===== src/lsc_params.svh =====
// Constants of the special configuration register bank: register
// offsets, reset values, legal ranges, command keys and timing counts.
// Assumes a 40 MHz core clock; included by the package, the register bank and the bench.
`ifndef LSC_PARAMS_SVH
`define LSC_PARAMS_SVH

// Register offsets as seen on the two-wire bus (16-bit register space)
`define LSC_REG_DIST_LO 16'h0000
`define LSC_REG_DIST_HI 16'h0001
`define LSC_REG_STR_LO 16'h0002
`define LSC_REG_STR_HI 16'h0003
`define LSC_REG_ADDR_SET 16'h0026
`define LSC_REG_TRIG_MODE 16'h0027
`define LSC_REG_RESTORE 16'h0070
`define LSC_REG_SHOT 16'h0100

// Reset values and legal ranges
`define LSC_ADDR_RESET 8'h10
`define LSC_ADDR_MIN 8'h10
`define LSC_ADDR_MAX 8'h78
`define LSC_MODE_TIMER 8'h00
`define LSC_MODE_EXT 8'h01

// Command keys
`define LSC_RESTORE_KEY 8'h02
`define LSC_SHOT_KEY 8'h01
`define LSC_SOFTRST_KEY 8'h06

// Weak-signal handling
`define LSC_WEAK_CODE 16'hFFFF
`define LSC_WEAK_LIMIT 16'h0014

// Timing: clock period and internal trigger period, both in ns
`define LSC_CLK_PERIOD_NS 25
`define LSC_TICK_PERIOD_NS 10000000
`define LSC_TICK_CYCLES (`LSC_TICK_PERIOD_NS / `LSC_CLK_PERIOD_NS)

`endif


===== src/lsc_pkg.sv =====
// Types shared by the register bank and its two-wire front end.
// Assumes lsc_params.svh sits in the include path.
`include "lsc_params.svh"

package lsc_pkg;

    // Transaction tracker, one-hot
    typedef enum logic [6:0]
    {
        LSC_IDLE = 7'h01,
        LSC_DEVADR = 7'h02,
        LSC_REGHI = 7'h04,
        LSC_REGLO = 7'h08,
        LSC_WDATA = 7'h10,
        LSC_RDATA = 7'h20,
        LSC_SKIP = 7'h40
    } lsc_bus_state_t;

    // State of the bit-level front end
    typedef struct packed
    {
        logic sclD;
        logic sdaD;
        logic active;
        logic inAck;
        logic sending;
        logic [3:0] bitCnt;
        logic [7:0] shift;
        logic [7:0] rxByte;
        logic rxValid;
        logic startSeen;
        logic stopSeen;
        logic txDone;
        logic sdaOe;
    } lsc_link_t;

    // State of the register bank
    typedef struct packed
    {
        lsc_bus_state_t busState;
        logic [15:0] ptr;
        logic [7:0] regHi;
        logic [7:0] addrSetting;
        logic [7:0] modeSetting;
        logic [7:0] activeAddr;
        logic [7:0] activeMode;
        logic readMode;
        logic ackOut;
        logic [7:0] txByte;
        logic [31:0] tickCnt;
        logic [15:0] distance;
        logic [15:0] strength;
        logic distValid;
        logic measStart;
        logic restoreDefaults;
        logic sdaLevel;
    } lsc_core_t;

endpackage : lsc_pkg


===== src/lsc_i2c_link.sv =====
// Bit-level two-wire slave front end: start/stop detection, byte
// receive, acknowledge drive, byte transmit with master ack sampling.
// Assumes SCL and SDA are already synchronous to core_clk; no stretching.
module lsc_i2c_link
    import lsc_pkg::*;
(
    // Clock, reset, enable
    input wire logic core_clk,
    input wire logic resetn,
    input wire logic ce,
    // Bus pins
    input wire logic sclIn,
    input wire logic sdaIn,
    output logic sdaOe,
    // Byte side
    input wire logic ackIn,
    input wire logic sendNext,
    input wire logic [7:0] txByte,
    output logic [7:0] rxByte,
    output logic rxValid,
    output logic startSeen,
    output logic stopSeen,
    output logic txDone
);

    lsc_link_t st; // Registered state
    lsc_link_t next_st; // Next state
    logic sclRise; // SCL edge terms
    logic sclFall;
    logic startCond; // SDA falls while SCL high
    logic stopCond; // SDA rises while SCL high

    ////////////////////////////////////////////////////////////////////
    // Next-state logic
    always_comb
    begin
        next_st = st;
        next_st.sclD = sclIn;
        next_st.sdaD = sdaIn;
        next_st.rxValid = 1'b0;
        next_st.startSeen = 1'b0;
        next_st.stopSeen = 1'b0;
        next_st.txDone = 1'b0;
        sclRise = sclIn & ~st.sclD;
        sclFall = ~sclIn & st.sclD;
        startCond = sclIn & st.sclD & st.sdaD & ~sdaIn;
        stopCond = sclIn & st.sclD & ~st.sdaD & sdaIn;
        if (startCond)
        begin
            // Start or repeated start restarts byte framing
            next_st.active = 1'b1;
            next_st.bitCnt = 4'h0;
            next_st.inAck = 1'b0;
            next_st.sending = 1'b0;
            next_st.sdaOe = 1'b0;
            next_st.startSeen = 1'b1;
        end
        else if (stopCond)
        begin
            next_st.active = 1'b0;
            next_st.sdaOe = 1'b0;
            next_st.stopSeen = 1'b1;
        end
        else if (st.active && sclRise)
        begin
            if (!st.inAck)
            begin
                // Data bit: high byte bit first
                next_st.bitCnt = st.bitCnt + 4'h1;
                if (!st.sending)
                begin
                    next_st.shift = {st.shift[6:0], sdaIn};
                    if (st.bitCnt == 4'h7)
                    begin
                        next_st.rxByte = {st.shift[6:0], sdaIn};
                        next_st.rxValid = 1'b1;
                    end
                end
            end
            else if (st.sending && sdaIn)
            begin
                // Master not-acknowledge ends the read; wait for stop
                next_st.active = 1'b0;
            end
        end
        else if (st.active && sclFall)
        begin
            if (!st.inAck && st.bitCnt == 4'h8)
            begin
                // Enter ack slot: drive ack on receive, release on send
                next_st.inAck = 1'b1;
                next_st.bitCnt = 4'h0;
                next_st.sdaOe = st.sending ? 1'b0 : ackIn;
                next_st.txDone = st.sending;
                if (!st.sending && !ackIn)
                begin
                    next_st.active = 1'b0;
                end
            end
            else if (st.inAck)
            begin
                // Leave ack slot; a read keeps sending
                next_st.inAck = 1'b0;
                next_st.sending = sendNext;
                next_st.shift = txByte;
                next_st.sdaOe = sendNext & ~txByte[7];
            end
            else if (st.sending)
            begin
                next_st.shift = {st.shift[6:0], 1'b0};
                next_st.sdaOe = ~st.shift[6];
            end
        end
    end

    ////////////////////////////////////////////////////////////////////
    // State register, frozen while ce is low
    always_ff @(posedge core_clk or negedge resetn)
    begin
        if (!resetn)
        begin
            st <= '{sclD: 1'b1, sdaD: 1'b1, default: '0};
        end
        else if (ce)
        begin
            st <= next_st;
        end
    end

    // Outputs come straight from the state register
    assign sdaOe = st.sdaOe;
    assign rxByte = st.rxByte;
    assign rxValid = st.rxValid;
    assign startSeen = st.startSeen;
    assign stopSeen = st.stopSeen;
    assign txDone = st.txDone;

endmodule : lsc_i2c_link


===== src/lsc_special_regs.sv =====
// Special configuration register bank of the ranging module, reached by
// an external two-wire master with 16-bit register addresses.
// Assumes synchronous SCL/SDA samples and a measurement engine that
// answers measStart with one measDone pulse carrying distance/strength.
//
// Function
// New address and mode apply after reset only
// Address resets 0x10, accepts 0x10 to 0x78
// Mode register: 0x00 timer, 0x01 external
// Timer mode measures once every 10 ms
// External mode: each 0x01 write, one measurement
// Host keeps commands at or below 100 Hz
// 0x02 to restore register restores defaults
// Weak signal reports 0xFFFF instead of distance
// Register address sent high byte first
// Burst bytes go to consecutive registers
// Single data byte 0x06 resets the device
`include "lsc_params.svh"

module lsc_special_regs
    import lsc_pkg::*;
#(
    parameter int TICK_CYCLES = `LSC_TICK_CYCLES,
    parameter logic [15:0] WEAK_LIMIT = `LSC_WEAK_LIMIT
)
(
    // Clock, reset, enable
    input wire logic core_clk,
    input wire logic resetn,
    input wire logic ce,
    // Two-wire bus pins (open drain)
    input wire logic sclIn,
    input wire logic sdaIn,
    output logic sdaOut,
    output logic sdaOe,
    // Measurement engine
    input wire logic measDone,
    input wire logic [15:0] measDist,
    input wire logic [15:0] measStrength,
    output logic measStart,
    // Results and commands to the rest of the device
    output logic [15:0] distOut,
    output logic distValid,
    output logic restoreDefaults
);

    lsc_core_t st; // Registered state
    lsc_core_t next_st; // Next state
    logic [7:0] rxByte; // Front-end byte interface
    logic rxValid;
    logic startSeen;
    logic stopSeen;
    logic txDone;
    logic wrStrobe; // Data byte lands at st.ptr
    logic softGo; // Reset sequence recognised
    logic extCmd; // Accepted single-shot command
    logic restoreCmd; // Accepted restore command

    ////////////////////////////////////////////////////////////////////
    // Bit-level front end
    lsc_i2c_link lsc_i2c_link_i
    (
        .core_clk(core_clk),
        .resetn(resetn),
        .ce(ce),
        .sclIn(sclIn),
        .sdaIn(sdaIn),
        .sdaOe(sdaOe),
        .ackIn(next_st.ackOut),
        .sendNext(st.readMode),
        .txByte(st.txByte),
        .rxByte(rxByte),
        .rxValid(rxValid),
        .startSeen(startSeen),
        .stopSeen(stopSeen),
        .txDone(txDone)
    );

    ////////////////////////////////////////////////////////////////////
    // Next-state logic
    always_comb
    begin
        next_st = st;
        next_st.measStart = 1'b0;
        next_st.restoreDefaults = 1'b0;
        next_st.distValid = 1'b0;
        wrStrobe = 1'b0;
        softGo = 1'b0;
        extCmd = 1'b0;
        restoreCmd = 1'b0;

        // Internal trigger timer runs only in the active timer mode
        if (st.activeMode == `LSC_MODE_TIMER)
        begin
            if (st.tickCnt == 32'(TICK_CYCLES - 1))
            begin
                next_st.tickCnt = 32'h0;
                next_st.measStart = 1'b1;
            end
            else
            begin
                next_st.tickCnt = st.tickCnt + 32'h1;
            end
        end
        else
        begin
            next_st.tickCnt = 32'h0;
        end

        // Latch each result; weak returns are flagged, not reported
        if (measDone)
        begin
            next_st.distance = (measStrength < WEAK_LIMIT) ?
                `LSC_WEAK_CODE : measDist;
            next_st.strength = measStrength;
            next_st.distValid = 1'b1;
        end

        // Transaction tracking
        if (startSeen)
        begin
            next_st.busState = LSC_DEVADR;
            next_st.readMode = 1'b0;
            next_st.ackOut = 1'b0;
        end
        else if (stopSeen)
        begin
            // One byte 0x06 after the address and nothing more: reset request
            if (st.busState == LSC_REGLO &&
                st.regHi == `LSC_SOFTRST_KEY)
            begin
                softGo = 1'b1;
            end
            next_st.busState = LSC_IDLE;
            next_st.readMode = 1'b0;
            next_st.ackOut = 1'b0;
        end
        else if (rxValid)
        begin
            case (st.busState)
                LSC_DEVADR:
                begin
                    // Only the address in force answers, not the stored one
                    if (rxByte[7:1] == st.activeAddr[6:0])
                    begin
                        next_st.ackOut = 1'b1;
                        next_st.readMode = rxByte[0];
                        next_st.busState = rxByte[0] ? LSC_RDATA : LSC_REGHI;
                    end
                    else
                    begin
                        next_st.ackOut = 1'b0;
                        next_st.busState = LSC_SKIP;
                    end
                end
                LSC_REGHI:
                begin
                    next_st.regHi = rxByte;
                    next_st.busState = LSC_REGLO;
                end
                LSC_REGLO:
                begin
                    next_st.ptr = {st.regHi, rxByte};
                    next_st.busState = LSC_WDATA;
                end
                LSC_WDATA:
                begin
                    wrStrobe = 1'b1;
                    next_st.ptr = st.ptr + 16'h0001;
                end
                default:
                begin
                    next_st.busState = st.busState;
                end
            endcase
        end
        else if (txDone && st.busState == LSC_RDATA)
        begin
            next_st.ptr = st.ptr + 16'h0001;
        end

        // Register writes; out-of-range values are ignored
        if (wrStrobe)
        begin
            case (st.ptr)
                `LSC_REG_ADDR_SET:
                begin
                    if (rxByte >= `LSC_ADDR_MIN && rxByte <= `LSC_ADDR_MAX)
                    begin
                        next_st.addrSetting = rxByte;
                    end
                end
                `LSC_REG_TRIG_MODE:
                begin
                    if (rxByte == `LSC_MODE_TIMER || rxByte == `LSC_MODE_EXT)
                    begin
                        next_st.modeSetting = rxByte;
                    end
                end
                `LSC_REG_RESTORE:
                begin
                    // Address and mode are untouched by a restore
                    if (rxByte == `LSC_RESTORE_KEY)
                    begin
                        restoreCmd = 1'b1;
                        next_st.restoreDefaults = 1'b1;
                    end
                end
                `LSC_REG_SHOT:
                begin
                    // Host pacing is trusted, so no rate limiter here
                    if (rxByte == `LSC_SHOT_KEY &&
                        st.activeMode == `LSC_MODE_EXT)
                    begin
                        extCmd = 1'b1;
                        next_st.measStart = 1'b1;
                    end
                end
                default:
                begin
                    next_st.ptr = next_st.ptr;
                end
            endcase
        end

        // Reset sequence: stored settings come into force now
        if (softGo)
        begin
            next_st.activeAddr = st.addrSetting;
            next_st.activeMode = st.modeSetting;
            next_st.tickCnt = 32'h0;
        end

        // Read data for the next byte, registered ahead of its use
        case (next_st.ptr)
            `LSC_REG_DIST_LO: next_st.txByte = next_st.distance[7:0];
            `LSC_REG_DIST_HI: next_st.txByte = next_st.distance[15:8];
            `LSC_REG_STR_LO: next_st.txByte = next_st.strength[7:0];
            `LSC_REG_STR_HI: next_st.txByte = next_st.strength[15:8];
            `LSC_REG_ADDR_SET: next_st.txByte = next_st.addrSetting;
            `LSC_REG_TRIG_MODE: next_st.txByte = next_st.modeSetting;
            default: next_st.txByte = 8'h00;
        endcase
    end

    ////////////////////////////////////////////////////////////////////
    // State register; async reset loads constants only
    always_ff @(posedge core_clk or negedge resetn)
    begin
        if (!resetn)
        begin
            st <= '{busState: LSC_IDLE,
                    addrSetting: `LSC_ADDR_RESET,
                    modeSetting: `LSC_MODE_TIMER,
                    activeAddr: `LSC_ADDR_RESET,
                    activeMode: `LSC_MODE_TIMER,
                    default: '0};
        end
        else if (ce)
        begin
            st <= next_st;
        end
    end

    // Outputs straight from flip-flops
    assign sdaOut = st.sdaLevel;
    assign measStart = st.measStart;
    assign distOut = st.distance;
    assign distValid = st.distValid;
    assign restoreDefaults = st.restoreDefaults;

    ////////////////////////////////////////////////////////////////////
    // Checks
    addr_hold_a: assert property (
        @(posedge core_clk) disable iff (!resetn)
        (st.activeAddr != $past(st.activeAddr)) |-> $past(softGo))
        else $error("slave address changed without reset sequence");

    addr_range_a: assert property (
        @(posedge core_clk) disable iff (!resetn)
        st.addrSetting >= `LSC_ADDR_MIN && st.addrSetting <= `LSC_ADDR_MAX)
        else $error("stored slave address out of range");

    mode_legal_a: assert property (
        @(posedge core_clk) disable iff (!resetn)
        st.modeSetting <= `LSC_MODE_EXT && st.activeMode <= `LSC_MODE_EXT)
        else $error("trigger mode holds an illegal value");

    tick_period_a: assert property (
        @(posedge core_clk) disable iff (!resetn)
        (ce && !softGo && st.activeMode == `LSC_MODE_TIMER &&
         st.tickCnt == 32'(TICK_CYCLES - 1))
        |=> (st.measStart && st.tickCnt == 32'h0))
        else $error("timer tick did not start a measurement");

    ext_shot_a: assert property (
        @(posedge core_clk) disable iff (!resetn)
        (ce && st.activeMode == `LSC_MODE_EXT && !st.measStart)
        |=> (st.measStart == $past(extCmd)))
        else $error("external start does not match accepted command");

    restore_cmd_a: assert property (
        @(posedge core_clk) disable iff (!resetn)
        (ce && restoreCmd)
        |=> (st.restoreDefaults && $stable(st.addrSetting) &&
             $stable(st.modeSetting)))
        else $error("restore pulse missing or settings disturbed");

    weak_code_a: assert property (
        @(posedge core_clk) disable iff (!resetn)
        (ce && measDone && measStrength < WEAK_LIMIT)
        |=> (st.distValid && st.distance == `LSC_WEAK_CODE))
        else $error("weak return not reported as 0xFFFF");

    ptr_step_a: assert property (
        @(posedge core_clk) disable iff (!resetn)
        (ce && wrStrobe) |=> (st.ptr == $past(st.ptr) + 16'h0001))
        else $error("burst pointer did not advance by one");

    soft_apply_a: assert property (
        @(posedge core_clk) disable iff (!resetn)
        (ce && softGo)
        |=> (st.activeAddr == $past(st.addrSetting) &&
             st.activeMode == $past(st.modeSetting)))
        else $error("reset sequence did not apply stored settings");

endmodule : lsc_special_regs


===== config.mk =====
export PLATFORM = sky130hd
export DESIGN_NAME = lsc_special_regs
export DESIGN_NICKNAME = d
export VERILOG_FILES = /design/src/lsc_pkg.sv /design/src/lsc_i2c_link.sv /design/src/lsc_special_regs.sv
export VERILOG_INCLUDE_DIRS = /design/src
export SDC_FILE = /design/constraint.sdc
export NUM_CORES = 1
export LEC_CHECK = 0
export BUFFER_PORTS_ARGS = -buffer_cell sky130_fd_sc_hd__buf_2
export CAP_MARGIN = 10
export CORE_UTILIZATION = 37
export DETAILED_ROUTE_END_ITERATION = 7
export PLACE_DENSITY = 0.51
export SETUP_SLACK_MARGIN = 0.15
export SLEW_MARGIN = 30
export SYNTH_ARGS = -nofsm -noshare
export SYNTH_HDL_FRONTEND = slang
export SYNTH_SLANG_ARGS = --single-unit

===== constraint.sdc =====
create_clock -name core_clk -period 7.21 [get_ports core_clk]
set_input_delay 0.3605 -clock core_clk [delete_from_list [all_inputs] [get_ports core_clk]]
set_output_delay 0.3605 -clock core_clk [all_outputs]
set_load 0.1 [all_outputs]

==> out/qor.txt, run 1 <==
Gr ovfl total - 0
Share of the synthesized area in the top cell type - 42.7%
Top FF cell, synth - dfrtp_1
Setup ws final - 3.64 ns
Hold_ws - 0.172 ns
CP arrival - 3.90 ns
Number of setup violations in the final report - 0
Detail Route Antenna Nets - 0
Clk_skew - 0.0117 ns
Initial antenna violation count - 0
Clock Latency Late Sink - 0.43 ns
Hold Buf Count CTS - 1
Synth Register Bits - 168
Comb pwr share - 17.0%
Critical Path RT - 7.54 ns
Total clock buffers created by CTS - 17
Root buffer cell - clkbuf_16
DR vias - 7531
Switch Pwr - 0.000807 W
Row count - 58
Status - finished clean
DRC viols - 0
Pleak - 4.54 nW
Worst vdd ir - 0.141 mV
DR pass1 iterations - 6
Setup TNS - 0 ns
Most common cell after layout, fill and taps aside - dfrtp_1
R2R setup slack - 3.64 ns
Total GRT Usage - 19.8%
Clock Sinks - 168
Most frequent cells in the layout - 163 x dfrtp_1, 95 x nor2_1, 89 x nand2_1
Multi-input logic area - 4880 sq um
Crit path from - lsc_i2c_link_i.rxValid
Register area share after synthesis - 44.1%
Synth cell types - 80
Yosys top cell by area - dfrtp_1
Worst slew pin tran - 0.979 ns
Placed Instance Area - 9950 sq um
Yosys warning total - 0
1st-iter DRT viols - 599
Seq. cell area - 4210 sq um
Diode count - 0
Share of layout cells above drive strength 1 - 20.7%
Minimum clock period - 3.57 ns
Core area - 25300 sq um
R2r endpoint - st[71]
Sw Ratio - 32.5%
Crit path capture - st[71]
Setup Fix Bufs, Post-CTS - 0
Post-CTS Resized - 0
Die Ht - 163 microns
Startpoint Class - register
Mapped cell area - 9550 sq um
WL final - 25000 microns
Main combinational cell family by area after synthesis - simple AND/OR/NAND/NOR gates
Mapped Cells - 987
Clk slew on worst S/H paths - 0.08 ns
H-tree levels - 4
GP Congestion - 0.915
Ports - 59
FF-to-FF Start - lsc_i2c_link_i.rxValid
Adder-Cell Fraction of Synth Area - 0.786%
Worst min path class - in -> reg
Seq pwr share - 43.9%
Via/cell ratio - 5.63
RSZ-0062 raised after global routing - false
Final Power - 0.00248 W
Synth Area in Compound Gates - 14.6%
TritonCTS clock tree - done
DP Worst Slack - 3.61 ns
Fin area - 10600 sq um
Post-Synth XOR/XNOR Area - 3.12%
P&R area growth vs syn - 10.9%
CTS Buffer Depth - 2
Power per Cell Area - 235 nW/um^2
Clock network power share - 39.1%
Average wire per standard cell - 18.7 microns
CP Max Fanout - 21
Max Slew Vio Count - 0
Fillcell total - 2540
Type of the worst setup path - reg -> reg
Avg Cell Area, Syn - 9.67 sq um
EDFF count, synth - 0
Tcrit/Tclk final - 49.5%
Ys async rst share - 100%
Internal power - 0.00168 W
Final hold vios - 0
Largest net degree at the start of global routing - 66
Mux contribution to synthesized area - 12.3%
Post-synthesis simple-gate area fraction - 19.9%
Crit end category - register
Vias in the first global route - 7278
Die width - 163 microns
First-pass GRT wire length - 40900 microns
Initial core utilization - 37.8%
Max_slew headroom - 34.3%
Max Fclk - 280 MHz
R2R depth - 9
Dominant cells by area after synthesis - dfrtp_1 43%, mux2_2 7.7%, nor2_1 3.7%
Port-buffer cells - 57
Total die area - 26400 sq um
Max Cap Violations - 0
Synth Net Count - 1031
Post-DP HPWL - 17500 microns
Final #Nets - 1039
## registers in the layout, indices dropped and copies added (netlist names)
register                  cells
distOut                      16
lsc_i2c_link_i.startSeen      1
lsc_i2c_link_i.rxValid        1
lsc_i2c_link_i.txDone         1
lsc_i2c_link_i.sdaOe          1
restoreDefaults               1
distValid                     1
st                          120
lsc_i2c_link_i.stopSeen       1
lsc_i2c_link_i.rxByte         8
lsc_i2c_link_i.st            16
measStart                     1
## critical path, cell delays in order (launching register included)
cell and delay, ns:
dfrtp_1 0.84, or3b_1 0.62, nor3_1 0.86, nand2_1 0.12, o211ai_1 0.21, nor4_1 0.11
o2111a_1 0.18, nand4_4 0.19, o32ai_1 0.14, a21o_1 0.19
## through the flow
stage / util [%] / cells
final: 41.9 / 1338
after global placement: 39.3 / 1304
after global routing: 41.9 / 1338
after detailed placement: 39.4 / 1304
after CTS: 41.9 / 1337
after floorplan: - / 987
## cell families (layout without fill, tap and decap cells)
kind of cell    Yosys count  count (layout)
mux                      95              95
other cells               1               1
buf+inv                 104             125
flops                   168             168
fa+ha+maj                 6               6
compound gates          210             210
xor+xnor                 34              34
simple gates            369             369
## power by group through the flow
stage | sequential [W] | clock, W | combinational, W
after floorplan | 0.00108 | 0 | 0.000342
after global placement | 0.00111 | 0 | 0.000418
after detailed placement | 0.00110 | 0 | 0.000422
after CTS | 0.00109 | 0.000990 | 0.000423
after global routing | 0.00110 | 0.00102 | 0.000462
final | 0.00109 | 0.000971 | 0.000422
## layer usage
metal	wire length [microns]	global-route usage, %
met5	0	0
met4	459	6.54
met3	1120	3.13
met2	11100	30.0
met1	12300	28.7
## worst min path at each step
stage,slack [ns],startpoint,depth (start not counted),end
2_1_floorplan,0.06,resetn,0,distOut[0]
3_3_place_gp,0.41,resetn,1,st[137]
3_5_place_dp,0.40,resetn,1,st[137]
4_1_cts,0.16,measStrength[0],2,st[4]
5_1_grt,0.17,measStrength[0],2,st[4]
6_report,0.17,measStrength[0],2,st[4]
## final cells by class
type                            count  share of cell area (%)
Clock buffer                       17                    4.02
Tap cell                          330                    3.90
Multi-Input combinational cell    715                    46.1
Clock inverter                     15                    1.77
Inverter                           27                   0.958
Sequential cell                   168                    39.8
Timing Repair Buffer               66                    3.45
## cell usage after synthesis, types with 11 or more instances
| cell | number |
|---|---|
| dfrtp_1 | 163 |
| nor2_1 | 95 |
| nand2_1 | 89 |
| o21ai_0 | 66 |
| mux2_2 | 65 |
| clkbuf_1 | 47 |
| a21oi_1 | 44 |
| nand3_1 | 29 |
| nor3_1 | 26 |
| inv_1 | 25 |
| nor4_1 | 21 |
| nand4_1 | 20 |
| o31ai_1 | 20 |
| mux2i_1 | 19 |
| xor2_1 | 19 |
| buf_4 | 18 |
| and3_1 | 16 |
| xnor2_1 | 15 |
| a21o_1 | 13 |
| or2_2 | 11 |
(Power assumes the default switching activity.)
==> run 2, diff against run 1 <==
Clock period 7.21 ns to 3.4 ns, I/O delays scaled along.
==> run 2 against run 1 <==
  * Combinational power up 120%
  * Global-route usage is 0.37 points higher
  * Setup slack got worse by 3.3 ns
  * Clock skew up 0.0027 ns
  * Largest power group unchanged
==> out/qor.txt, run 2 (synthesis gave the netlist of run 1 again) <==
Sw Ratio - 32.5% (about the same)
CP arrival - 3.36 ns (-0.54 ns)
CP Max Fanout - 8 (-62%)
Clock network power share - 37.6% (-1.5 points)
H-tree levels - 4 (unchanged)
Final #Nets - 1084 (+4.3%)
Largest register by flop count - st
Root buffer cell - clkbuf_16
Number of setup violations in the final report - 0 (unchanged)
Row count - 58 (unchanged)
Crit end category - register
Minimum clock period - 3.05 ns (-0.517 ns)
Share of layout cells above drive strength 1 - 23.8% (+3.1 points)
Hold_ws - 0.0181 ns (-0.154 ns)
Max Cap Violations - 0 (unchanged)
Internal power - 0.00351 W (+110%)
Seq pwr share - 44.3% (+0.4 points)
Ports - 59 (unchanged)
Clk_skew - 0.0144 ns (+0.00273 ns)
Setup ws final - 0.351 ns (-3.29 ns)
1st-iter DRT viols - 500 (-17%)
Total die area - 26400 sq um (unchanged)
Detail Route Antenna Nets - 0 (unchanged)
Port-buffer cells - 57 (unchanged)
CTS Buffer Depth - 2 (unchanged)
Max reg flops - 120 (unchanged)
Final Power - 0.00520 W (+110%)
Clock Sinks - 168 (unchanged)
TritonCTS clock tree - done
Max_slew headroom - 42.8% (+8.5 points)
Total clock buffers created by CTS - 17 (unchanged)
Pleak - 4.76 nW (+4.7%)
Tcrit/Tclk final - 89.7% (+40 points)
Die width - 163 microns (unchanged)
Largest net degree at the start of global routing - 86 (+30%)
Most frequent cells in the layout - 163 x dfrtp_1, 95 x nor2_1, 89 x nand2_1
Vias in the first global route - 7276 (-0.027%)
Diode count - 0 (unchanged)
First-pass GRT wire length - 41800 microns (+2.1%)
Total GRT Usage - 20.2% (+0.37 points)
Average wire per standard cell - 18.5 microns (-1.4%)
DR pass1 iterations - 5 (-1)
Power per Cell Area - 475 nW/um^2 (+100%)
Gr ovfl total - 0 (unchanged)
DP Worst Slack - 0.215 ns (-3.39 ns)
GP Congestion - 0.961 (+5.1%)
Switch Pwr - 0.00169 W (+110%)
Max Slew Vio Count - 0 (unchanged)
Final Util - 43.3% (+1.4 points)
Max Fclk - 328 MHz (+17%)
Status - finished clean
Fillcell total - 2537 (-0.12%)
Initial core utilization - 37.8% (unchanged)
Post-DP HPWL - 18100 microns (+3.4%)
DRC viols - 0 (unchanged)
Setup TNS - 0 ns (unchanged)
Critical Path RT - 3.71 ns (-3.83 ns)
Most common cell after layout, fill and taps aside - dfrtp_1
P&R area growth vs syn - 14.6%
RSZ-0062 raised after global routing - false
Final hold vios - 0 (unchanged)
WL final - 25500 microns (+1.9%)
Clock Latency Late Sink - 0.43 ns (about the same)
Worst vdd ir - 0.302 mV (+110%)
Worst slew pin tran - 0.858 ns (-0.120 ns)
Type of the worst setup path - reg -> reg
Die Ht - 163 microns (unchanged)
Worst min path class - in -> reg
Initial antenna violation count - 0 (unchanged)
Via/cell ratio - 5.50 (-2.2%)
DR vias - 7610 (+1.0%)
Comb pwr share - 18.1% (+1.1 points)
Clk slew on worst S/H paths - 0.07 ns (about the same)
Startpoint Class - register
Core area - 25300 sq um (unchanged)
-- run 2: power by group through the flow --
stage	logic [W]	clock network (W)	registers, W
after CTS	0.000940	0.00202	0.00230
after global placement	0.000923	0	0.00234
after global routing	0.00104	0.00210	0.00233
after floorplan	0.000726	0	0.00230
final	0.000944	0.00196	0.00230
after detailed placement	0.000932	0	0.00233
-- run 2: stage by stage --
stage / std cells / instance area [sq um]
after global routing: 1383 / 10900
final: 1383 / 10900
after CTS: 1382 / 10900
after detailed placement: 1342 / 10200
after global placement: 1342 / 10200
after floorplan: 987 / 9550
-- run 2: what timing repair did --
action / in CTS / in global routing
endpoints found under the setup margin: 0 / 8
hold buffers: 8 / 0
resized for setup: 0 / 7
hold endpoints to repair: 83 / 0
setup buffers: 0 / 1
-- run 2: worst paths after layout --
kind | from | to | slack [ns] | cells after the start
max in group asynchronous | resetn | st[55] | 2.00 | 3
worst max-delay path | st[136] | st[73] | 0.35 | 9
worst min register to register | measStart | measStart | 0.47 | 1
min in group asynchronous | resetn | st[133] | 0.36 | 2
worst min-delay path | measStrength[12] | st[16] | 0.02 | 2
worst max register to register | st[136] | st[73] | 0.35 | 9
-- run 2: critical path, stage by stage, from the launching register on --
cell and delay [ns]:
dfrtp_1 0.50, or4b_4 0.58, o22ai_2 0.25, o21ai_2 0.15, a221oi_4 0.31, buf_4 0.22
mux4_2 0.50, nand2_1 0.07, o21ai_0 0.13, a21o_1 0.21
-- run 2: area by class of cell --
| cell class | instances | area [sq um] | share of cell area, % |
|---|---|---|---|
| clock inverters | 15 | 163 | 1.49 |
| flip-flops and latches | 168 | 4210 | 38.5 |
| repair buffers | 111 | 742 | 6.78 |
| multi-input cells | 715 | 4890 | 44.7 |
| inverters | 27 | 101 | 0.926 |
| well taps | 330 | 413 | 3.77 |
| clock buffers | 17 | 425 | 3.89 |
-- run 2: metal layers --
metal / wire length (microns) / GRT usage, % / up-vias
met5: 0 / 0 / -
met4: 362 / 5.86 / 0
met3: 1190 / 3.39 / 31
met2: 11600 / 30.5 / 214
met1: 12400 / 29.5 / 3673
li1: - / - / 3692
==> run 3, diff against run 2 <==
Settings changed: BUFFER_PORTS_ARGS -buffer_cell sky130_fd_sc_hd__buf_2 to -buffer_cell sky130_fd_sc_hd__clkbuf_2, HOLD_SLACK_MARGIN set to 0.08, PLACE_DENSITY 0.51 to unset, PLACE_DENSITY_LB_ADDON set to 0.12.
==> run 3 against run 2 <==
  * First-iteration DRC count fell by 0.20%
  * Sequential cell count did not move
  * Critical path depth did not move
  * Power rose by 1.6%
  * Routed wire length rose by 2.5%
  * Sequential power barely moved
  * Register-to-register slack got worse by 0.05 ns
  * Sequential share of layout area fell by 0.99 points
  * Critical path type unchanged
  * Clock skew rose by 0.0019 ns
  * Core utilization rose by 1.1 points
==> out/qor.txt, run 3 (synthesis gave the netlist of run 1 again) <==
Status - finished clean
Total die area - 26400 sq um (unchanged)
Diode count - 0 (unchanged)
Max Slew Vio Count - 0 (unchanged)
Pleak - 4.88 nW (+2.6%)
Number of setup violations in the final report - 0 (unchanged)
Total clock buffers created by CTS - 17 (unchanged)
Root buffer cell - clkbuf_16
Setup ws final - 0.296 ns (-0.0549 ns)
DRC viols - 0 (unchanged)
Die width - 163 microns (unchanged)
Post-DP HPWL - 18600 microns (+2.9%)
Hold depth - 3 (+1)
Setup TNS - 0 ns (unchanged)
Fillcell total - 2500 (-1.5%)
Worst slew pin tran - 0.879 ns (+0.0204 ns)
CTS Buffer Depth - 2 (unchanged)
Clk_skew - 0.0164 ns (+0.00193 ns)
Clk slew on worst S/H paths - 0.07 ns (about the same)
DR vias - 7723 (+1.5%)
Ports - 59 (unchanged)
H-tree levels - 4 (unchanged)
Max Fclk - 322 MHz (-1.8%)
Crit end category - register
TritonCTS clock tree - done
Average wire per standard cell - 18.6 microns (+0.66%)
Die Ht - 163 microns (unchanged)
Max reg flops - 120 (unchanged)
DR pass1 iterations - 5 (unchanged)
Critical Path RT - 3.78 ns (+0.07 ns)
Detail Route Antenna Nets - 0 (unchanged)
Core area - 25300 sq um (unchanged)
Vias in the first global route - 7661 (+5.3%)
RSZ-0062 raised after global routing - false
Gr ovfl total - 0 (unchanged)
Final hold vios - 0 (unchanged)
GP Congestion - 0.923 (-4.0%)
DP Worst Slack - 0.176 ns (-0.0395 ns)
1st-iter DRT viols - 499 (-0.20%)
Share of layout cells above drive strength 1 - 23.1% (-0.74 points)
Total GRT Usage - 20.7% (+0.52 points)
Power per Cell Area - 471 nW/um^2 (-0.98%)
CP arrival - 3.48 ns (+0.12 ns)
Most common cell after layout, fill and taps aside - dfrtp_1
Final #Nets - 1109 (+2.3%)
Max Cap Violations - 0 (unchanged)
Final Util - 44.5% (+1.1 points)
First-pass GRT wire length - 42600 microns (+1.9%)
Worst min path class - in -> reg
Startpoint Class - register
Minimum clock period - 3.10 ns (+0.0549 ns)
Worst vdd ir - 0.290 mV (-4.0%)
Clock Sinks - 168 (unchanged)
Largest net degree at the start of global routing - 77 (-10%)
Largest register by flop count - st
Type of the worst setup path - reg -> reg
CP Max Fanout - 10 (+2)
P&R area growth vs syn - 17.7%
Hold_ws - 0.127 ns (+0.109 ns)
Clock Latency Late Sink - 0.44 ns (about the same)
Via/cell ratio - 5.49 (-0.32%)
Row count - 58 (unchanged)
R2R depth - 9 (unchanged)
Max_slew headroom - 41.2% (-1.6 points)
WL final - 26200 microns (+2.5%)
Initial core utilization - 37.8% (unchanged)
Port-buffer cells - 57 (unchanged)
Tcrit/Tclk final - 91.3% (+1.6 points)
Initial antenna violation count - 0 (unchanged)
R2R setup slack - 0.30 ns (-0.05 ns)
Most frequent cells in the layout - 163 x dfrtp_1, 95 x nor2_1, 89 x nand2_1
-- run 3: cell types whose count changed in the layout (fill, tap and decap cells not counted), sizes merged --
cell         before  now
buf             103   46
clkbuf           17   74
dlygate4sd3       8   34
clkinv            7    6
-- run 3: worst max-delay path, stage by stage (launching register included) --
cell,delay [ns]
dfrtp_1,0.53
and4_1,0.43
nand3_1,0.17
or3_1,0.38
and3_1,0.20
nor3_1,0.31
and3_1,0.28
nand4_4,0.23
o32ai_1,0.40
a21o_1,0.12
-- run 3: path summary, 6_finish.rpt --
kind	startpoint	to
worst max-delay path	st[120]	st[73]
worst min-delay path	sdaIn	lsc_i2c_link_i.rxByte[0]
worst max register to register	st[120]	st[73]
worst min register to register	st[109]	st[109]
max in group asynchronous	resetn	lsc_i2c_link_i.st[28]
min in group asynchronous	resetn	st[131]
-- run 3: final cells by class --
type	instances	area, sq um	share of cell area [%]
multi-input combinational	715	4890	43.5
sequential	168	4210	37.5
timing repair buffer	136	1010	8.97
clock buffer	18	439	3.91
tap	330	413	3.68
clock inverter	14	176	1.57
inverter	27	101	0.902
-- run 3: metal layers --
metal | wire, microns | vias to the layer above | global-route usage [%]
met2 | 11900 | 206 | 32.7
li1 | - | 3745 | -
met5 | 0 | - | 0
met1 | 12700 | 3736 | 29.2
met4 | 551 | 0 | 6.41
met3 | 1010 | 36 | 2.90
-- run 3: where the power goes --
part           switching, W  internal [W]  leakage, nW
Combinational      0.000627      0.000352         2.41
Sequential         0.000154       0.00214         2.17
Clock              0.000938       0.00108        0.295
Total               0.00172       0.00357         4.88
-- run 3: metrics by stage --
step | cell area [sq um] | instances | power, W
final | 11200 | 1408 | 0.00529
after detailed placement | 10200 | 1341 | 0.00327
after floorplan | 9550 | 987 | 0.00302
after global placement | 10200 | 1341 | 0.00327
after CTS | 11200 | 1407 | 0.00534
after global routing | 11200 | 1408 | 0.00553
-- run 3: what timing repair did --
action	in CTS	in global routing
hold endpoints to repair	103	0
endpoints found under the setup margin	0	8
gates resized for setup	0	5
hold buffers	34	0
buffers inserted	0	1
